<file path="src/core/gp_timers_pkg.sv">
// Register map, field positions and constants for the two general purpose timers
package gp_timers_pkg;
  // Byte offsets of the registers
  localparam logic [7:0] OFS_T0_RELOAD  = 8'h00;
  localparam logic [7:0] OFS_T0_COUNT   = 8'h04;
  localparam logic [7:0] OFS_T0_CONTROL = 8'h08;
  localparam logic [7:0] OFS_T0_CLEAR   = 8'h0c;
  localparam logic [7:0] OFS_T1_RELOAD  = 8'h20;
  localparam logic [7:0] OFS_T1_COUNT   = 8'h24;
  localparam logic [7:0] OFS_T1_CONTROL = 8'h28;
  localparam logic [7:0] OFS_T1_CLEAR   = 8'h2c;
  localparam logic [7:0] OFS_T1_CAPTURE = 8'h30;
  localparam logic [7:0] OFS_STATUS     = 8'h34;

  // Control field positions
  localparam int BIT_ENABLE   = 7;
  localparam int BIT_PERIODIC = 6;
  localparam int BIT_UP       = 8;
  localparam int BIT_CAP_EN   = 17;
  localparam int EVT_LSB      = 12;
  localparam int EVT_MSB      = 16;
  localparam int CSEL_LSB     = 9;
  localparam int CSEL_MSB     = 11;
  localparam int FMT_LSB      = 4;
  localparam int FMT_MSB      = 5;
  localparam int T0_PRE_LSB   = 2;
  localparam int T0_PRE_MSB   = 3;
  localparam int T1_PRE_LSB   = 0;
  localparam int T1_PRE_MSB   = 3;

  // Writable bit masks; reserved bits read zero
  localparam logic [31:0] T0_CTRL_MASK  = 32'h0000_00cc;
  localparam logic [31:0] T1_CTRL_MASK  = 32'h0003_ffff;
  localparam logic [31:0] CTRL_RESET    = 32'h0000_0000;

  // Event number n maps to interrupt source n + 2
  localparam int EVT_OFFSET = 2;
  localparam int NUM_IRQ_SRC = 34;

  // Prescale codes
  localparam logic [1:0] T0_PRE_16   = 2'b01;
  localparam logic [1:0] T0_PRE_256  = 2'b10;
  localparam logic [3:0] T1_PRE_16   = 4'b0100;
  localparam logic [3:0] T1_PRE_256  = 4'b1000;
  localparam logic [3:0] T1_PRE_32K  = 4'b1111;

  // Clock select codes
  localparam logic [2:0] CSEL_CORE = 3'b000;
  localparam logic [2:0] CSEL_OSC  = 3'b001;
  localparam logic [2:0] CSEL_PINA = 3'b010;
  localparam logic [2:0] CSEL_PINB = 3'b011;

  // Format codes
  localparam logic [1:0] FMT_BIN    = 2'b00;
  localparam logic [1:0] FMT_HMS23  = 2'b10;
  localparam logic [1:0] FMT_HMS255 = 2'b11;

  // Time-of-day field limits (hours 31:24, min 23:16, sec 15:8, hundredths 7:0)
  localparam logic [7:0] HUND_MAX = 8'd99;
  localparam logic [7:0] SEC_MAX  = 8'd59;
  localparam logic [7:0] MIN_MAX  = 8'd59;
  localparam logic [7:0] HR23_MAX = 8'd23;
  localparam logic [7:0] HR255_MAX = 8'd255;

  // AHB transfer types
  localparam logic [1:0] HTRANS_NONSEQ = 2'b10;
  localparam logic [1:0] HTRANS_SEQ    = 2'b11;
endpackage

</file>
<file path="src/core/gp_timers.sv">
// Two general purpose timers with an AHB-Lite register slave
`timescale 1ns/10ps
module gp_timers
#(
  parameter int T0_WIDTH = 16,
  parameter int T1_WIDTH = 32
) (
  input  wire logic        hclk,
  input  wire logic        hresetn,
  input  wire logic        clk_en,
  input  wire logic        hsel,
  input  wire logic [31:0] haddr,
  input  wire logic [1:0]  htrans,
  input  wire logic        hwrite,
  input  wire logic [2:0]  hsize,
  input  wire logic [31:0] hwdata,
  input  wire logic        hready,
  output logic             hreadyout,
  output logic             hresp,
  output logic [31:0]      hrdata,
  input  wire logic        osc_32k,
  input  wire logic        ext_clock_pin_a,
  input  wire logic        ext_clock_pin_b,
  input  wire logic [31:0] irq_sources,
  output logic             timer0_irq,
  output logic             timer1_irq
);
  import gp_timers_pkg::*;

  logic [T0_WIDTH-1:0] t0_reload_q;
  logic [T0_WIDTH-1:0] t0_count_q;
  logic [31:0]         t0_ctrl_q;
  logic [T1_WIDTH-1:0] t1_reload_q;
  logic [T1_WIDTH-1:0] t1_count_q;
  logic [T1_WIDTH-1:0] t1_cap_q;
  logic [31:0]         t1_ctrl_q;
  logic [7:0]          t0_pre_q;
  logic [14:0]         t1_pre_q;
  logic                t0_irq_q;
  logic                t1_irq_q;

  ////////////////////////////////////////////////////////////////////////////
  // Synchronisers for pins, the slow oscillator and the interrupt sources
  logic [2:0] sync1_q;
  logic [2:0] sync2_q;
  logic [2:0] sync3_q;
  logic [31:0] src_s1_q;
  logic [31:0] src_s2_q;
  logic [31:0] src_d_q;

  always_ff @(posedge hclk or negedge hresetn) begin
    if (!hresetn) begin
      sync1_q <= 3'h0;
      sync2_q <= 3'h0;
      sync3_q <= 3'h0;
    end else if (clk_en) begin
      sync1_q <= {ext_clock_pin_b, ext_clock_pin_a, osc_32k};
      sync2_q <= sync1_q;
      sync3_q <= sync2_q;
    end
  end

  always_ff @(posedge hclk or negedge hresetn) begin
    if (!hresetn) begin
      src_s1_q <= 32'h0;
      src_s2_q <= 32'h0;
      src_d_q  <= 32'h0;
    end else if (clk_en) begin
      src_s1_q <= irq_sources;
      src_s2_q <= src_s1_q;
      src_d_q  <= src_s2_q;
    end
  end

  logic [2:0] rise;
  assign rise = sync2_q & ~sync3_q;

  ////////////////////////////////////////////////////////////////////////////
  // AHB-Lite slave: zero wait states, writes land in the data phase
  logic       wr_pend_q;
  logic [7:0] wr_addr_q;
  logic       accept;

  assign accept    = hsel && hready && (htrans == HTRANS_NONSEQ || htrans == HTRANS_SEQ);
  assign hreadyout = 1'b1;
  assign hresp     = 1'b0;

  always_ff @(posedge hclk or negedge hresetn) begin
    if (!hresetn) begin
      wr_pend_q <= 1'b0;
      wr_addr_q <= 8'h0;
    end else if (clk_en) begin
      wr_pend_q <= accept && hwrite;
      if (accept) begin
        wr_addr_q <= haddr[7:0];
      end
    end
  end

  logic wr_t0_reload;
  logic wr_t0_ctrl;
  logic wr_t0_clear;
  logic wr_t1_reload;
  logic wr_t1_ctrl;
  logic wr_t1_clear;

  assign wr_t0_reload = wr_pend_q && wr_addr_q == OFS_T0_RELOAD;
  assign wr_t0_ctrl   = wr_pend_q && wr_addr_q == OFS_T0_CONTROL;
  assign wr_t0_clear  = wr_pend_q && wr_addr_q == OFS_T0_CLEAR;
  assign wr_t1_reload = wr_pend_q && wr_addr_q == OFS_T1_RELOAD;
  assign wr_t1_ctrl   = wr_pend_q && wr_addr_q == OFS_T1_CONTROL;
  assign wr_t1_clear  = wr_pend_q && wr_addr_q == OFS_T1_CLEAR;

  // Read data registered at the address phase so it stands in the data phase
  logic [31:0] rd_mux;
  always_comb begin
    rd_mux = 32'h0;
    unique case (haddr[7:0])
      OFS_T0_RELOAD:  rd_mux = 32'(t0_reload_q);
      OFS_T0_COUNT:   rd_mux = 32'(t0_count_q);
      OFS_T0_CONTROL: rd_mux = t0_ctrl_q;
      OFS_T1_RELOAD:  rd_mux = 32'(t1_reload_q);
      OFS_T1_COUNT:   rd_mux = 32'(t1_count_q);
      OFS_T1_CONTROL: rd_mux = t1_ctrl_q;
      OFS_T1_CAPTURE: rd_mux = 32'(t1_cap_q);
      OFS_STATUS:     rd_mux = {30'h0, t1_irq_q, t0_irq_q};
      default:        rd_mux = 32'h0;
    endcase
  end

  always_ff @(posedge hclk or negedge hresetn) begin
    if (!hresetn) begin
      hrdata <= 32'h0;
    end else if (clk_en && accept && !hwrite) begin
      hrdata <= rd_mux;
    end
  end

  ////////////////////////////////////////////////////////////////////////////
  // Control and load registers
  always_ff @(posedge hclk or negedge hresetn) begin
    if (!hresetn) begin
      t0_ctrl_q   <= CTRL_RESET;
      t0_reload_q <= '0;
    end else if (clk_en) begin
      if (wr_t0_ctrl) begin
        t0_ctrl_q <= hwdata & T0_CTRL_MASK;
      end
      if (wr_t0_reload) begin
        t0_reload_q <= hwdata[T0_WIDTH-1:0];
      end
    end
  end

  always_ff @(posedge hclk or negedge hresetn) begin
    if (!hresetn) begin
      t1_ctrl_q   <= CTRL_RESET;
      t1_reload_q <= '0;
    end else if (clk_en) begin
      if (wr_t1_ctrl) begin
        t1_ctrl_q <= hwdata & T1_CTRL_MASK;
      end
      if (wr_t1_reload) begin
        t1_reload_q <= hwdata[T1_WIDTH-1:0];
      end
    end
  end

  ////////////////////////////////////////////////////////////////////////////
  // Timer0: core clock prescaled, 16-bit down counter
  logic [7:0] t0_div;
  logic       t0_tick;
  logic       t0_en;

  assign t0_en = t0_ctrl_q[BIT_ENABLE];
  always_comb begin
    unique case (t0_ctrl_q[T0_PRE_MSB:T0_PRE_LSB])
      T0_PRE_16:  t0_div = 8'h0f;
      T0_PRE_256: t0_div = 8'hff;
      default:    t0_div = 8'h00;
    endcase
  end
  assign t0_tick = t0_en && (t0_pre_q >= t0_div);

  always_ff @(posedge hclk or negedge hresetn) begin
    if (!hresetn) begin
      t0_pre_q <= 8'h0;
    end else if (clk_en) begin
      if (!t0_en || t0_tick) begin
        t0_pre_q <= 8'h0;
      end else begin
        t0_pre_q <= t0_pre_q + 8'h1;
      end
    end
  end

  logic t0_term;
  assign t0_term = t0_tick && t0_count_q == '0;

  always_ff @(posedge hclk or negedge hresetn) begin
    if (!hresetn) begin
      t0_count_q <= '1;
    end else if (clk_en && t0_tick) begin
      if (t0_count_q == '0) begin
        if (t0_ctrl_q[BIT_PERIODIC]) begin
          t0_count_q <= t0_reload_q;
        end else begin
          t0_count_q <= '1;
        end
      end else begin
        t0_count_q <= t0_count_q - 1'b1;
      end
    end
  end

  // Terminal count wins over a clear in the same cycle
  always_ff @(posedge hclk or negedge hresetn) begin
    if (!hresetn) begin
      t0_irq_q <= 1'b0;
    end else if (clk_en) begin
      if (t0_term) begin
        t0_irq_q <= 1'b1;
      end else if (wr_t0_clear) begin
        t0_irq_q <= 1'b0;
      end
    end
  end

  ////////////////////////////////////////////////////////////////////////////
  // Timer1: selectable source, prescaler, binary or time-of-day format
  logic        t1_en;
  logic        t1_up;
  logic        src_edge;
  logic [14:0] t1_div;
  logic        t1_tick;
  logic [1:0]  fmt;
  logic        hms;

  assign t1_en = t1_ctrl_q[BIT_ENABLE];
  assign t1_up = t1_ctrl_q[BIT_UP];
  assign fmt   = t1_ctrl_q[FMT_MSB:FMT_LSB];
  assign hms   = (fmt == FMT_HMS23) || (fmt == FMT_HMS255);

  always_comb begin
    unique case (t1_ctrl_q[CSEL_MSB:CSEL_LSB])
      CSEL_OSC:  src_edge = rise[0];
      CSEL_PINA: src_edge = rise[1];
      CSEL_PINB: src_edge = rise[2];
      default:   src_edge = 1'b1;
    endcase
  end

  // Unlisted prescale codes divide by one
  always_comb begin
    unique case (t1_ctrl_q[T1_PRE_MSB:T1_PRE_LSB])
      T1_PRE_16:  t1_div = 15'h000f;
      T1_PRE_256: t1_div = 15'h00ff;
      T1_PRE_32K: t1_div = 15'h7fff;
      default:    t1_div = 15'h0000;
    endcase
  end
  assign t1_tick = t1_en && src_edge && (t1_pre_q >= t1_div);

  always_ff @(posedge hclk or negedge hresetn) begin
    if (!hresetn) begin
      t1_pre_q <= 15'h0;
    end else if (clk_en) begin
      if (!t1_en || t1_tick) begin
        t1_pre_q <= 15'h0;
      end else if (src_edge) begin
        t1_pre_q <= t1_pre_q + 15'h1;
      end
    end
  end

  // Time-of-day fields
  logic [7:0] hr;
  logic [7:0] mn;
  logic [7:0] sc;
  logic [7:0] hu;
  logic [7:0] hr_max;
  logic [31:0] hms_step;
  logic [31:0] hms_full;

  assign {hr, mn, sc, hu} = t1_count_q;
  assign hr_max   = (fmt == FMT_HMS23) ? HR23_MAX : HR255_MAX;
  assign hms_full = {hr_max, MIN_MAX, SEC_MAX, HUND_MAX};

  always_comb begin
    hms_step = t1_count_q;
    if (t1_up) begin
      if (hu < HUND_MAX) begin
        hms_step = {hr, mn, sc, hu + 8'h1};
      end else if (sc < SEC_MAX) begin
        hms_step = {hr, mn, sc + 8'h1, 8'h0};
      end else if (mn < MIN_MAX) begin
        hms_step = {hr, mn + 8'h1, 16'h0};
      end else begin
        hms_step = {hr + 8'h1, 24'h0};
      end
    end else begin
      if (hu != 8'h0) begin
        hms_step = {hr, mn, sc, hu - 8'h1};
      end else if (sc != 8'h0) begin
        hms_step = {hr, mn, sc - 8'h1, HUND_MAX};
      end else if (mn != 8'h0) begin
        hms_step = {hr, mn - 8'h1, SEC_MAX, HUND_MAX};
      end else begin
        hms_step = {hr - 8'h1, MIN_MAX, SEC_MAX, HUND_MAX};
      end
    end
  end

  logic [T1_WIDTH-1:0] t1_min;
  logic [T1_WIDTH-1:0] t1_max;
  logic                t1_at_end;
  logic                t1_term;

  assign t1_min    = '0;
  assign t1_max    = hms ? T1_WIDTH'(hms_full) : '1;
  assign t1_at_end = t1_up ? (t1_count_q == t1_max) : (t1_count_q == t1_min);
  assign t1_term   = t1_tick && t1_at_end;

  always_ff @(posedge hclk or negedge hresetn) begin
    if (!hresetn) begin
      t1_count_q <= '1;
    end else if (clk_en && t1_tick) begin
      if (t1_at_end) begin
        if (t1_ctrl_q[BIT_PERIODIC]) begin
          t1_count_q <= t1_reload_q;
        end else begin
          t1_count_q <= t1_up ? t1_min : t1_max;
        end
      end else if (hms) begin
        t1_count_q <= T1_WIDTH'(hms_step);
      end else if (t1_up) begin
        t1_count_q <= t1_count_q + 1'b1;
      end else begin
        t1_count_q <= t1_count_q - 1'b1;
      end
    end
  end

  always_ff @(posedge hclk or negedge hresetn) begin
    if (!hresetn) begin
      t1_irq_q <= 1'b0;
    end else if (clk_en) begin
      if (t1_term) begin
        t1_irq_q <= 1'b1;
      end else if (wr_t1_clear) begin
        t1_irq_q <= 1'b0;
      end
    end
  end

  ////////////////////////////////////////////////////////////////////////////
  // Event capture on the rising edge of the chosen interrupt source
  logic [4:0] evt;
  logic       evt_rise;

  assign evt = t1_ctrl_q[EVT_MSB:EVT_LSB];
  // Sources 32 and 33 do not exist on the input and never fire
  assign evt_rise = (evt < 5'd30) && src_s2_q[evt + 5'd2] && !src_d_q[evt + 5'd2];

  always_ff @(posedge hclk or negedge hresetn) begin
    if (!hresetn) begin
      t1_cap_q <= '0;
    end else if (clk_en && t1_ctrl_q[BIT_CAP_EN] && evt_rise) begin
      t1_cap_q <= t1_count_q;
    end
  end

  assign timer0_irq = t0_irq_q;
  assign timer1_irq = t1_irq_q;
endmodule

</file>
<file path="config.mk">
export PLATFORM = sky130hd
export DESIGN_NAME = gp_timers
export DESIGN_NICKNAME = d
export VERILOG_FILES = /design/src/core/gp_timers_pkg.sv /design/src/core/gp_timers.sv
export SDC_FILE = /design/constraint.sdc
export NUM_CORES = 1
export LEC_CHECK = 0
export BUFFER_PORTS_ARGS = -buffer_cell sky130_fd_sc_hd__buf_2
export CAP_MARGIN = 20
export CORE_MARGIN = 2
export CORE_UTILIZATION = 50
export CTS_BUF_LIST = sky130_fd_sc_hd__clkbuf_4
export DETAILED_ROUTE_END_ITERATION = 10
export GPL_TIMING_DRIVEN = 0
export PLACE_DENSITY_LB_ADDON = 0.3
export REMOVE_ABC_BUFFERS = 1
export SETUP_SLACK_MARGIN = 0.15
export SYNTH_ARGS = -nofsm -noshare
export SYNTH_HDL_FRONTEND = slang
export SYNTH_SLANG_ARGS = --single-unit
</file>
<file path="constraint.sdc">
create_clock -name hclk -period 10.7 [get_ports hclk]
set_input_delay 1.07 -clock hclk [delete_from_list [all_inputs] [get_ports hclk]]
set_output_delay 1.07 -clock hclk [all_outputs]
set_load 0.01 [all_outputs]
</file>
# Word level (Yosys, flattened, before mapping)
# Index checks and enable logic that the tools add are counted.
# W data, S select, Z words.
# classes
n_addsub,14
eq_ne,31
n_bitwise,2
magnitude_cmp,7
n_reduce_logical,51
n_mux,32
# ops
operator,n
$mux W32,13
$pmux W32 S8,1
$eq A8 B6 Y1 const B,8
$pmux W15 S3,1
$add A8 B1 Y8 const B,5
$add A32 B1 Y32 const B,1
$eq A32 B32 Y1,1
$logic_not A32 Y1,1
$mux W16,2
$sub A32 B1 Y32 const B,1
$sub A8 B1 Y8 const B,4
$mux W15,2
$eq A8 B4 Y1 const B,3
$ne A4 B4 Y1 const B,6
$reduce_bool A8 Y1,3
$logic_and A1 B1 Y1,22
$logic_not A16 Y1,1
$logic_not A8 Y1,2
$lt A8 B6 Y1 const B,2
$mux W8,2
$pmux W8 S2,1
$reduce_and A2 Y1,8
$sub A16 B1 Y16 const B,1
$add A15 B1 Y15 const B,1
other kinds (24),45
# totals
elab_cells,160
register_bits,321
output_inout_bits,36

# Logic depth before layout (Yosys ltp)
# depth
ltp_word,8
ltp_mapped,16

# Worst setup path after synthesis
# Ideal clock, no wire load.
# synth_path
path_kind,reg-to-reg
start,reg t1_ctrl_q[2]
end,reg t1_count_q[14]
setup_slack_ns,7.251
arrival_time_ns,3.363
required_ns,10.614
stages_incl_launch_ff,16
setup_time_ns,0.086
synth_period_minus_slack_ns,3.449
n_path_buf,3
cell_sequence,dfrtp_1 > and3_1 > o21ai_0 > o21ai_0 > ha_1 > nand2b_1 > a21o_1 > a21o_1 > a21oi_1 > o211a_1 > or4_4 > buf_6 > or3_1 > buf_6 > buf_6 > o31ai_2
# synth_via
elab_chain_len,6
elab_cells_between_ends,8
cone_classes,order compare: 1; eq/ne: 3; mux: 1; reduce/logical: 3
# synth_lines
element,line,source
start: declaration,gp_timers.sv:36,logic [31:0] t1_ctrl_q;
start signal: assignment,gp_timers.sv:161,t1_ctrl_q <= hwdata & T1_CTRL_MASK;
$eq A4 B4 Y1 / $eq A4 B3 Y1 (equally long branches),gp_timers.sv:255,unique case (t1_ctrl_q[T1_PRE_MSB:T1_PRE_LSB])
$pmux W15 S3 *,gp_timers.sv:255,
$ge A15 B15 Y1 *,gp_timers.sv:262,assign t1_tick = t1_en && src_edge && (t1_pre_q >= t1_div);
$logic_and A1 B1 Y1 *,gp_timers.sv:262,
$logic_and A1 B1 Y1 *,gp_timers.sv:327,end else if (clk_en && t1_tick) begin
$reduce_and A3 Y1 (no line) *,n/a,
end signal: assignment,gp_timers.sv:330,t1_count_q <= t1_reload_q;
end signal: assignment,gp_timers.sv:332,t1_count_q <= t1_up ? t1_min : t1_max;
end signal: assignment,gp_timers.sv:335,t1_count_q <= T1_WIDTH'(hms_step);
end: declaration,gp_timers.sv:34,logic [T1_WIDTH-1:0] t1_count_q;
# Mark *: on every way between the ends. The rest lies on a longest branch, timed or not.
# A chain may end at the register's enable or synchronous reset.

# Final worst setup path
# layout_path
start,reg t1_ctrl_q[8]
end,reg t1_count_q[19]
# layout_via
elab_chain_len,3
elab_cells_between_ends,12
cone_classes,eq/ne: 4; mux: 7; reduce/logical: 1
# layout_lines
element,line,source
"$mux W1, or another cell as far along",gp_timers.sv:321,assign t1_at_end = t1_up ? (t1_count_q == t1_max) : (t1_count_q == t1_min);
"$ne A4 B4 Y1 (no line), or another cell as far along",n/a,
$reduce_and A5 Y1 (no line) / $mux W32 (equally long branches),n/a,
# Parallel ways exist; a longest one is shown, timed or not.

==> flow_metrics.env <==
export IMPL_status="finished, final reports clean"
export IMPL_synth_top_cells_by_area="dfrtp_1 38%, mux2_2 12%, dfstp_2 6.9%"
export IMPL_cts_sinks=321
export IMPL_synth_area_mm2=0.0182
export IMPL_gp_congestion=0.922
export IMPL_tns_ps=0
export IMPL_wl_met1_um=20800
export IMPL_ys_seq_area_frac=0.445
export IMPL_synth_top_area_frac=0.376
export IMPL_dpl_hpwl_um=33800
export IMPL_power_density_mw_per_mm2=149
export IMPL_grt_overflow_total=0
export IMPL_p_switching_mw=0.867
export IMPL_core_area_mm2=0.0357
export IMPL_grt_pass1_vias=14700
export IMPL_dieArea_mm2=0.0379
export IMPL_synth_top_cell_by_area="dfrtp_1"
export IMPL_mostFrequentLayoutCells="272 x dfrtp_1, 187 x mux2_2, 145 x nand2_1, 136 x nor2_1, 135 x clkbuf_4"
export IMPL_portBuffers=115
export IMPL_layout_drive_gt1_share=0.277
export IMPL_synth_seq_cells=321
export IMPL_worst_setup_path_type="reg2reg"
export IMPL_dr_wl_met3_um=3140
export IMPL_routed_top_layer="met5"
export IMPL_crit_required_ps=11400
export IMPL_num_io_pins=146
export IMPL_cts_hold_fix_buffers=0
export IMPL_met2_length_um=22900
export IMPL_yosysWarnings=0
export IMPL_drt_iter0_markers=1286
export IMPL_seqPwrFrac=0.475
export IMPL_cts_root_buf="clkbuf_4"
export IMPL_die_h_um=195
export IMPL_fmax_mhz=218
export IMPL_rsz0062_at_grt="false"
export IMPL_cts_reportedPaths_clkPinSlew_ps=70
export IMPL_p_int_mw=2.17
export IMPL_power_mw=3.04
export IMPL_vias_per_cell=6.10
export IMPL_async_reset_ff_frac=1.00
export IMPL_post_cts_buffers=0
export IMPL_slew_headroom=0.326
export IMPL_min_period_ps=4590
export IMPL_reg2reg_to="t1_count_q[19]$_DFFE_PN1P_"
export IMPL_antenna_found_initial=5
export IMPL_cts_made_buffers=85
export IMPL_p_leak_nw=9.06
export IMPL_worstSetupStartpointType="flip-flop"
export IMPL_p_sw_frac=0.285
export IMPL_drtPass1Iterations=5
export IMPL_drt_wirelength_per_cell_um=19.6
export IMPL_synth_flop_cell="dfrtp_1"
export IMPL_final_max_slew_violation_count=0
export IMPL_grt_start_max_net_pins=128
export IMPL_arrival_ps=5300
export IMPL_cts_htree_levels=3
export IMPL_worst_slew_pin_slew_ps=1000
export IMPL_reg2reg_from="t1_ctrl_q[8]$_DFFE_PN0P_"
export IMPL_crit_start="t1_ctrl_q[8]$_DFFE_PN0P_"
export IMPL_reg2reg_depth=8
export IMPL_initial_utilization=0.509
export IMPL_synth_edf_count=0
export IMPL_vias=14900
export IMPL_syn_inst=1804
export IMPL_clkPwrFrac=0.374
export IMPL_row_count=69
export IMPL_cts_tree="yes"
export IMPL_final_common_cell="dfrtp_1"
export IMPL_drc=0
export IMPL_syn_avg_cell_area_um2=10.1
export IMPL_die_w_um=195
export IMPL_fin_skew_ps=67.8
export IMPL_grt_first_pass_wirelength_um=77500
export IMPL_rrSetupSlack_ps=6110
export IMPL_clk_latency_ps=810
export IMPL_final_antenna_net_count=0
export IMPL_hold_class="in2async"
export IMPL_comb_power_share=0.152
export IMPL_final_hold_violation_count=0
export IMPL_crit_fanout=22
export IMPL_crit_end="t1_count_q[19]$_DFFE_PN1P_"
export IMPL_cts_resized=0
export IMPL_ir_worst_vdd_mv=0.151
export IMPL_syn2layout_area_growth_pct=12.6
export IMPL_period_share=0.429
export IMPL_drv_cap=0
export IMPL_nets=2093
export IMPL_gr_usage_all_layers=0.255
export IMPL_ys_types=87
export IMPL_cts_max_path_buffers=3
export IMPL_setup_viol=0
export IMPL_end_kind="flip-flop"
export IMPL_wl_um=47900
-- stage by stage --
step | util | instance area [um^2] | cells | setup slack [ps] | hold slack, ps
floorplan | - | 17700 | 1693 | 6740 | 446
global placement | 0.528 | 18800 | 2269 | 2280 | 465
detailed placement | 0.539 | 19200 | 2286 | 6180 | 470
CTS | 0.572 | 20400 | 2439 | 6180 | 314
global route | 0.574 | 20500 | 2446 | 5710 | 344
finish | 0.574 | 20500 | 2447 | 6110 | 346
-- cell usage after synthesis (5+ instances only) --
library cell / n
a211oi_1: 15
a21o_1: 31
a21oi_1: 125
a221o_1: 8
a221oi_1: 9
a222oi_1: 20
a22o_1: 14
a22oi_1: 42
a31oi_1: 12
a41oi_1: 13
and2_1: 7
and3_1: 16
buf_1: 6
buf_2: 17
buf_4: 7
clkbuf_1: 77
dfrtp_1: 273
dfstp_2: 48
ha_1: 68
inv_1: 64
mux2_2: 187
mux2i_1: 8
mux4_2: 5
nand2_1: 146
nand2b_1: 9
nand3_1: 40
nand4_1: 18
nor2_1: 141
nor2b_1: 6
nor3_1: 45
o211ai_1: 16
o21a_1: 7
o21ai_0: 89
o221ai_1: 13
o22ai_1: 13
o31ai_1: 13
o32ai_1: 17
or3_1: 17
xnor2_1: 27
xor2_1: 23
-- area by class of cell --
type / instances / area, um^2
Antenna cell: 6 / 15.0
Clock buffer: 135 / 1010
Clock inverter: 18 / 143
Fill cell: 3068 / 15200
Inverter: 64 / 240
Multi-Input combinational cell: 1308 / 9380
Sequential cell: 321 / 8090
Tap cell: 461 / 577
Timing Repair Buffer: 134 / 998
-- state kept, by name (all words and copies together), names as in the netlist --
register     flops
hrdata          32
src_d_q         32
src_s1_q        32
src_s2_q        32
t1_cap_q        32
t1_count_q      32
t1_reload_q     32
t1_ctrl_q       18
t0_count_q      16
t0_reload_q     16
t1_pre_q        15
t0_pre_q         8
wr_addr_q        8
t0_ctrl_q        4
sync1_q          3
sync2_q          3
sync3_q          3
timer0_irq       1
timer1_irq       1
wr_pend_q        1
-- critical path, stage by stage, from the launching register on --
cell and delay [ps]:
dfrtp_1 620, inv_1 650, nand4_1 510, or3_1 680, nor2_2 210, a41o_1 770, nor2_1 490, a2111oi_0 480
a21o_1 130
-- logic make-up after synthesis --
group           count (synthesis)  share of synthesized area
compound gates                507                      0.191
flops                         321                      0.445
xor+xnor                       50                     0.0241
mux                           200                      0.127
buf+inv                       175                     0.0404
fa+ha+maj                      69                     0.0479
simple gates                  480                      0.124
other cells                     2                   0.000413
-- power by group through the flow --
stage	clock (mW)	combinational, mW	sequential (mW)
after floorplan	0	0.291	1.44
after global placement	0	0.441	1.46
after detailed placement	0	0.458	1.46
after CTS	1.17	0.461	1.44
after global routing	1.25	0.517	1.46
final	1.14	0.461	1.44
-- routing by layer --
metal	GRT usage	up-vias
li1	-	6981
met1	0.338	7389
met2	0.410	474
met3	0.0613	74
met4	0.0852	2
met5	0	-
-- worst min path at each step --
stage,to,startpoint,cells after the start,slack [ps]
floorplan,t0_count_q[14]$_DFFE_PN1P_,t0_count_q[14]$_DFFE_PN1P_,2,450
global placement,t1_cap_q[27]$_DFFE_PN0P_,t1_cap_q[27]$_DFFE_PN0P_,2,460
detailed placement,src_s2_q[26]$_DFFE_PN0P_,src_s1_q[26]$_DFFE_PN0P_,2,470
CTS,t1_ctrl_q[12]$_DFFE_PN0P_,hresetn,1,310
global route,t1_ctrl_q[12]$_DFFE_PN0P_,hresetn,1,340
finish,sync1_q[1]$_DFFE_PN0P_,hresetn,1,350
No activity file was read; power rests on OpenSTA's default activity.
